File: config.mk
export PLATFORM = sky130hd
export DESIGN_NAME = wdt_top
export DESIGN_NICKNAME = d
export VERILOG_FILES = /design/src/hw/wdt_pkg.sv /design/src/hw/wdt_top.sv
export VERILOG_INCLUDE_DIRS = /design/src /design/src/hw
export SDC_FILE = /design/constraint.sdc
export NUM_CORES = 1
export LEC_CHECK = 0
export ABC_AREA = 1
export BUFFER_PORTS_ARGS = -buffer_cell sky130_fd_sc_hd__buf_2
export CAP_MARGIN = 10
export CORE_MARGIN = 2
export CORE_UTILIZATION = 60
export DETAILED_ROUTE_END_ITERATION = 7
export GPL_TIMING_DRIVEN = 1
export PLACE_DENSITY_LB_ADDON = 0.05
export SLEW_MARGIN = 20
export SYNTH_ARGS = -nofsm -noshare
export SYNTH_HDL_FRONTEND = slang
export SYNTH_SLANG_ARGS = --single-unit
File: constraint.sdc
create_clock -name clock -period 5 [get_ports clock]
set_input_delay 1 -clock clock [delete_from_list [all_inputs] [get_ports clock]]
set_output_delay 1 -clock clock [all_outputs]
set_load 0.05 [all_outputs]
File: src/hw/wdt_cfg.svh
// Purpose: offsets, field positions, reset values and timing counts of the watchdog
// Assumes: 32-bit avalon word addressing by byte address
// Notes:   definitions only
`ifndef WDT_CFG_SVH
`define WDT_CFG_SVH

// ----------------------------------------------------------------------------
// register offsets (byte addresses)
// ----------------------------------------------------------------------------
`define WDT_OFS_CTRL    6'h00
`define WDT_OFS_RESTART 6'h04
`define WDT_OFS_STATUS  6'h08
`define WDT_OFS_MASK    6'h0c
`define WDT_OFS_COUNT   6'h10
`define WDT_OFS_ID      6'h14

// ----------------------------------------------------------------------------
// control fields
// ----------------------------------------------------------------------------
`define WDT_CTRL_EN_BIT    0
`define WDT_CTRL_LOCK_BIT  1
`define WDT_CTRL_SEL_LSB   4
`define WDT_CTRL_SEL_MSB   7

// ----------------------------------------------------------------------------
// status fields
// ----------------------------------------------------------------------------
`define WDT_ST_FLAG_BIT    0
`define WDT_ST_RESET_BIT   1

// ----------------------------------------------------------------------------
// keys, reset values and timing
// ----------------------------------------------------------------------------
`define WDT_RESTART_KEY    32'h0000_5a5a
`define WDT_MIN_EXP        16
`define WDT_SEL_RST        4'hf
`define WDT_MASK_RST       2'h3
`define WDT_RESET_CYCLES   8'h10

`endif

File: src/hw/wdt_pkg.sv
// Purpose: types shared by the watchdog
// Assumes: nothing
// Notes:   escalation state is one-hot
package wdt_pkg;

  typedef enum logic [1:0] {
    WDT_ARMED   = 2'b01,
    WDT_WARNED  = 2'b10
  } wdt_stage_type;

endpackage

File: src/hw/wdt_top.sv
// Purpose: two-stage watchdog with avalon-mm register slave
// Assumes: single 250 MHz clock, software as the only party
// Notes:   chip reset request is a pulse stretched to a fixed length
//
// Overview of operation
// - the counter advances on every system clock while enabled and needs no other timing source.
// - sixteen time-outs are selectable, two to the power 16 through 31 clock cycles.
// - reaching the time-out without a restart while the status flag is clear raises the fast interrupt request.
// - the first expiry raises the fast interrupt and sets the interrupt status flag.
// - an expiry while the status flag is still set asserts a chip reset instead.
// - every expiry gives either a fast interrupt or a chip reset, chosen by the escalation stage and the status flag.
// - enable, lockout and a keyed restart protect the watchdog against stray writes.
//
// The placing of the registers and register access over Avalon-MM were chosen for this implementation.
`timescale 1ns/10ps

`include "wdt_cfg.svh"

module wdt_top
  import wdt_pkg::*;
#(
  parameter int          CNT_W    = 32,
  parameter int          MIN_EXP  = `WDT_MIN_EXP,  // exponent of the shortest time-out
  parameter int          N_SEL    = 16,            // number of selectable time-outs
  parameter logic [31:0] ID_VALUE = 32'h0000_0a01  // arbitrary identification value
) (
  input  wire logic        clock,
  input  wire logic        rst,
  input  wire logic [5:0]  avs_address,
  input  wire logic        avs_read,
  input  wire logic        avs_write,
  input  wire logic [31:0] avs_writedata,
  input  wire logic [3:0]  avs_byteenable,
  output logic      [31:0] avs_readdata,
  output logic             avs_waitrequest,
  output logic             fast_interrupt_request,
  output logic             irq,
  output logic             chip_reset_req
);

  // --------------------------------------------------------------------------
  // register bus
  // --------------------------------------------------------------------------
  logic             rd_done_r;
  logic [31:0]      avs_readdata_r;
  logic             enable_r;
  logic             lock_r;
  logic [3:0]       sel_r;
  logic [1:0]       status_r;
  logic [1:0]       mask_r;
  logic [CNT_W-1:0] count_r;
  wdt_stage_type    stage_r;
  logic [7:0]       rst_cnt_r;
  logic             wr_en;
  logic             restart;
  logic             expire;
  logic [1:0]       st_set;
  logic [1:0]       st_clr;
  logic             escalate;
  logic [N_SEL-1:0] tc_hit;

  // writes finish at once; reads take one wait cycle so data come from a flop
  assign avs_waitrequest = avs_read & ~rd_done_r;
  assign avs_readdata    = avs_readdata_r;
  assign wr_en           = avs_write & avs_byteenable[0];

  function automatic logic hit(input logic [5:0] adr, input logic [5:0] ofs);
    hit = (adr == ofs);
  endfunction

  always_ff @(posedge clock or posedge rst) begin
    if (rst) begin
      rd_done_r <= 1'b0;
    end else begin
      rd_done_r <= avs_read & ~rd_done_r;
    end
  end

  always_ff @(posedge clock or posedge rst) begin
    if (rst) begin
      avs_readdata_r <= 32'h0000_0000;
    end else if (avs_read & ~rd_done_r) begin
      avs_readdata_r <= 32'h0000_0000;
      if (hit(avs_address, `WDT_OFS_CTRL)) begin
        avs_readdata_r[`WDT_CTRL_EN_BIT]                    <= enable_r;
        avs_readdata_r[`WDT_CTRL_LOCK_BIT]                  <= lock_r;
        avs_readdata_r[`WDT_CTRL_SEL_MSB:`WDT_CTRL_SEL_LSB] <= sel_r;
      end else if (hit(avs_address, `WDT_OFS_STATUS)) begin
        avs_readdata_r[1:0] <= status_r;
      end else if (hit(avs_address, `WDT_OFS_MASK)) begin
        avs_readdata_r[1:0] <= mask_r;
      end else if (hit(avs_address, `WDT_OFS_COUNT)) begin
        avs_readdata_r <= 32'(count_r);
      end else if (hit(avs_address, `WDT_OFS_ID)) begin
        avs_readdata_r <= ID_VALUE;
      end
    end
  end

  // --------------------------------------------------------------------------
  // control: enable, lockout and time-out select
  // --------------------------------------------------------------------------
  // once locked only reset reopens the control register
  always_ff @(posedge clock or posedge rst) begin
    if (rst) begin
      enable_r <= 1'b0;
      lock_r   <= 1'b0;
      sel_r    <= `WDT_SEL_RST;
    end else if (wr_en && hit(avs_address, `WDT_OFS_CTRL) && !lock_r) begin
      enable_r <= avs_writedata[`WDT_CTRL_EN_BIT];
      lock_r   <= avs_writedata[`WDT_CTRL_LOCK_BIT];
      sel_r    <= avs_writedata[`WDT_CTRL_SEL_MSB:`WDT_CTRL_SEL_LSB];
    end
  end

  // restart only with the full key in one word, so a stray byte write cannot feed it
  assign restart = avs_write && (avs_byteenable == 4'hf) && hit(avs_address, `WDT_OFS_RESTART)
                   && (avs_writedata == `WDT_RESTART_KEY);

  // --------------------------------------------------------------------------
  // counter
  // --------------------------------------------------------------------------
  // ----------------------------------------------------------------------------
  // terminal counts
  // ----------------------------------------------------------------------------
  // one compare per selectable length; the select only picks a result, so a
  // change of select never needs a wide shifter in the count path
  function automatic logic [CNT_W-1:0] last_count(input int exp_val);
    last_count = CNT_W'((64'h1 << exp_val) - 64'h1);
  endfunction

  for (genvar g = 0; g < N_SEL; g++) begin : g_tc
    assign tc_hit[g] = (count_r == last_count(MIN_EXP + g));
  end

  // counter starts over after each expiry
  assign expire = enable_r && tc_hit[sel_r];

  // the second stage only escalates while the flag from the first still stands
  assign escalate = expire && (stage_r == WDT_WARNED) && status_r[`WDT_ST_FLAG_BIT];

  always_ff @(posedge clock or posedge rst) begin
    if (rst) begin
      count_r <= '0;
    end else if (restart || expire || !enable_r) begin
      count_r <= '0;
    end else begin
      count_r <= count_r + CNT_W'(1);
    end
  end

  // --------------------------------------------------------------------------
  // escalation
  // --------------------------------------------------------------------------
  always_ff @(posedge clock or posedge rst) begin
    if (rst) begin
      stage_r <= WDT_ARMED;
    end else begin
      case (stage_r)
        WDT_ARMED: begin
          if (expire) begin
            stage_r <= WDT_WARNED;
          end
        end
        WDT_WARNED: begin
          if (!status_r[`WDT_ST_FLAG_BIT] && !expire) begin
            stage_r <= WDT_ARMED;
          end
        end
        default: begin
          stage_r <= WDT_ARMED;
        end
      endcase
    end
  end

  // the reset request is stretched so the chip reset logic surely sees it
  always_ff @(posedge clock or posedge rst) begin
    if (rst) begin
      rst_cnt_r <= 8'h00;
    end else if (escalate) begin
      rst_cnt_r <= `WDT_RESET_CYCLES;
    end else if (rst_cnt_r != 8'h00) begin
      rst_cnt_r <= rst_cnt_r - 8'h01;
    end
  end

  always_ff @(posedge clock or posedge rst) begin
    if (rst) begin
      chip_reset_req <= 1'b0;
    end else begin
      chip_reset_req <= escalate || (rst_cnt_r > 8'h01);
    end
  end

  // --------------------------------------------------------------------------
  // status, mask and interrupt
  // --------------------------------------------------------------------------
  assign st_set = {escalate, expire & ~escalate};
  assign st_clr = (wr_en && hit(avs_address, `WDT_OFS_STATUS)) ? avs_writedata[1:0] : 2'h0;

  // set wins over a clear in the same cycle
  always_ff @(posedge clock or posedge rst) begin
    if (rst) begin
      status_r <= 2'h0;
    end else begin
      status_r <= (status_r & ~st_clr) | st_set;
    end
  end

  always_ff @(posedge clock or posedge rst) begin
    if (rst) begin
      mask_r <= `WDT_MASK_RST;
    end else if (wr_en && hit(avs_address, `WDT_OFS_MASK)) begin
      mask_r <= avs_writedata[1:0];
    end
  end

  // fast interrupt follows the flag; it is not maskable so a hung handler still escalates
  always_ff @(posedge clock or posedge rst) begin
    if (rst) begin
      fast_interrupt_request <= 1'b0;
      irq                    <= 1'b0;
    end else begin
      fast_interrupt_request <= status_r[`WDT_ST_FLAG_BIT] | st_set[`WDT_ST_FLAG_BIT];
      irq                    <= |(((status_r & ~st_clr) | st_set) & mask_r);
    end
  end

endmodule

==> run_results.csv <==
group,metric,value,unit
timing,hold_viol,0,
timing,maxSlewViolCount,0,
timing,timing.slew.headroom,46.1,%
worst_setup_path,reg2reg_from,"count_r[0]",
power_and_ir_drop,leakagePower,2.50,nW
timing,fin_tns_setup,0,ns
worst_setup_path,crit_required,4.00,ns
worst_setup_path,timing.critical_path.mode_cell,"buf_2",
clocking,cts_hold_buf,0,
cells_and_area,layout.nets,694,
yosys,synth_ff_type,"dfrtp_1",
clocking,numCtsBuffers,9,
cells_and_area,synthToLayoutAreaGrowth,14.4,%
die,die_x,91.2,µm
hold_path,hold_path_end,"avs_readdata[20]",
detailed_routing,drc,0,
worst_setup_path,crit_path_start_kind,"primary input",
power_and_ir_drop,ir_drop,0.000208,V
detailed_routing,met3_length,655,µm
yosys,synth-simple-area-share,29.8,%
status,status,"completed",
worst_setup_path,path_class,"primary input to primary output",
timing,fin_worst_skew,0.0169,ns
timing,fin_crit,2.80,ns
placed_design,place_area,5040,µm²
cells_and_area,diodes,0,
yosys,async_flop_share,100,%
power_and_ir_drop,power.share.switching,25.3,%
clocking,clkSlewWorstSetupHoldPaths,0.09,ns
grt,overflow,0,
worst_setup_path,r2r_cells,11,
detailed_routing,vias_per_cell,5.37,
worst_setup_path,slowest_delay,0.35,ns
yosys,seq_area_frac_synth,48.4,%
clocking,cts_tree,"done",
detailed_routing,drt_wl_total,10800,µm
hold_path,whs_path_depth,2,
timing,worst_pin_slew,0.807,ns
hold_path,worstHoldPathType,"register to register",
detailed_routing,wl_met2,5250,µm
detailed_routing,first_pass_iters,4,
grt,antenna_found_initial,0,
timing,setup_viol,0,
detailed_routing,drt_iter0_drc,237,
yosys,synth_nets,611,
yosys,synth_warnings,0,
yosys,synth-xor-area-share,6.33,%
die,ios,82,
clocking,clock_sinks,88,
placed_design,port-buffer-count,81,
yosys,syn_area,4570,µm²
placed_design,dpl.hpwl,8230,µm
worst_setup_path,cpMaxStageDelayCell,"buf_2",
yosys,synth_compound_area_share,7.92,%
power_and_ir_drop,p_sw,0.317,mW
worst_setup_path,r2r_end,"count_r[13]",
clocking,postCtsSetupBuffers,0,
cells_and_area,final_cell_area,5220,µm²
yosys,synth.mux.area_fraction,0,%
clocking,cts-htree-levels,3,
timing,timing.fmax,358,MHz
power_and_ir_drop,power.share.combinational,5.7,%
placed_design,routabilityCongestion,0.988,
power_and_ir_drop,p_clk_share,36.8,%
timing,finalCritPeriodShare,55.9,%
grt,grt_pass1_wl,18200,µm
power_and_ir_drop,p_int,0.938,mW
clocking,clkLatencyLatePin,0.36,ns
worst_setup_path,crit_chain,"buf_2 > inv_1 > nor2_1 > buf_2",
die,die_area,8330,µm²
worst_setup_path,r2r_slack,2.85,ns
power_and_ir_drop,power.density,240,nW/µm²
worst_setup_path,crit_fanout,8,
yosys,synth-edff-count,0,
worst_setup_path,endpoint_kind,"primary output",
yosys,synth_top_family_by_area,"simple AND/OR/NAND/NOR gates",
detailed_routing,vias,4021,
yosys,synthDistinctLibCells,33,
hold_path,hold_start,"avs_readdata[20]",
yosys,netlist_instances,562,
grt,grt_pass1_vias,3807,
detailed_routing,ant_nets,0,
power_and_ir_drop,pwr-share-seq,57.5,%
clocking,cts_resized,0,
worst_setup_path,worstPathArrival,1.80,ns
cells_and_area,fillers,609,
grt,grt_max_degree,56,
detailed_routing,highest_layer,"met4",
die,rows,31,
timing,rsz0062_at_grt,"false",
flow_run,max_cap_violations,0,
grt,track_usage,27.4,%
detailed_routing,wl_per_cell,14.4,µm
cells_and_area,drive_above_1_share,20.5,%
yosys,synth_fa_ha_area_share,0.822,%
yosys,syn_area_per_cell,8.13,µm²
clocking,cts_root_buffer,"clkbuf_8",
clocking,ctsLongestPathBuffers,2,
die,die_h,91.2,µm
die,core_area,7330,µm²
yosys,synth_seq_cells,88,
die,start_util,62.3,%
detailed_routing,m1WireLength,4670,µm
routing by layer:
metal  vias up  GRT usage [%]
met5         -              0
li1       1966              -
met4         0           9.09
met1      1906           38.5
met3        17           4.23
met2       132           43.8
placed cells by master (no fill, tap or decap), drive strengths merged, types with 4 or more instances in the layout:
cell	count
a21oi	15
a22oi	5
buf	83
clkbuf	11
dfrtp	81
dfstp	7
inv	64
nand2	131
nand3	31
nand4	12
nor2	95
nor3	17
nor4	11
o21ai	40
xnor2	4
xor2	29
power groups by stage:
stage	Combinational, mW	Sequential, mW	Clock, mW
2_1_floorplan	0.0306	0.745	0
3_3_place_gp	0.0709	0.735	0
3_5_place_dp	0.0724	0.735	0
4_1_cts	0.0725	0.721	0.466
5_1_grt	0.0802	0.722	0.502
6_report	0.0716	0.721	0.462
synth_stat cells, drive strengths merged (2+ instances only):
cell type / n / area share (%)
nand3b: 2 / 0.33
inv: 63 / 5.2
ha: 3 / 0.82
nor2: 95 / 9.0
a21boi: 3 / 0.49
xor2: 29 / 5.6
dfstp: 7 / 4.0
xnor2: 4 / 0.77
dfrtp: 81 / 44
nand2: 131 / 11
clkbuf: 6 / 0.49
nand3: 31 / 3.7
nor3: 17 / 2.0
o21ai: 40 / 4.4
a22oi: 5 / 0.82
nand4: 12 / 1.6
nor4: 11 / 1.6
buf: 5 / 1.1
a21oi: 15 / 1.9
critical path: cells and delay by family:
kind,cells,cell delay [ns]
and+or+nand+nor,1,0.34
buffers and inverters,3,0.45
logic make-up after synthesis:
group / Yosys count
flip-flops: 88
AND/OR/NAND/NOR: 299
buffers and inverters: 74
XOR/XNOR: 33
adder cells (fa/ha/maj): 3
AO/OA/AOI/OAI: 65
worst max path at each step:
stage / cells past startpoint / slack (ns) / startpoint / to
3_5_place_dp: 4 / 2.22 / avs_read / avs_waitrequest
3_3_place_gp: 4 / 2.26 / avs_read / avs_waitrequest
4_1_cts: 4 / 2.21 / avs_read / avs_waitrequest
6_report: 4 / 2.20 / avs_read / avs_waitrequest
2_1_floorplan: 1 / 1.73 / rst / avs_readdata[0]
5_1_grt: 4 / 2.16 / avs_read / avs_waitrequest
metrics by stage:
step / hold slack [ns] / cells / utilization [%] / worst slack, ns / power, mW
floorplan: 0.466 / 562 / - / 1.73 / 0.775
global placement: 0.460 / 733 / 68.8 / 2.26 / 0.806
detailed placement: 0.463 / 733 / 68.8 / 2.22 / 0.808
CTS: 0.491 / 749 / 71.2 / 2.21 / 1.26
global route: 0.511 / 749 / 71.2 / 2.16 / 1.30
finish: 0.483 / 749 / 71.2 / 2.20 / 1.25
state kept, by name, summed over array words and instances (netlist names):
name and cells:
chip_reset_req 1, rst_cnt_r 8, status_r 2, avs_readdata 32, count_r 32, sel_r 4
enable_r 1, stage_r 2, rd_done_r 1, fast_interrupt_request 1, mask_r 2, lock_r 1
irq 1
layout make-up:
cell class | instances | area [µm²] | area share, %
clock buffers | 11 | 141 | 2.71
clock inverters | 5 | 40.0 | 0.767
inverters | 63 | 238 | 4.55
multi-input cells | 400 | 2050 | 39.2
flip-flops and latches | 88 | 2210 | 42.3
well taps | 99 | 124 | 2.37
repair buffers | 83 | 420 | 8.05
(Power assumes the default switching activity.)
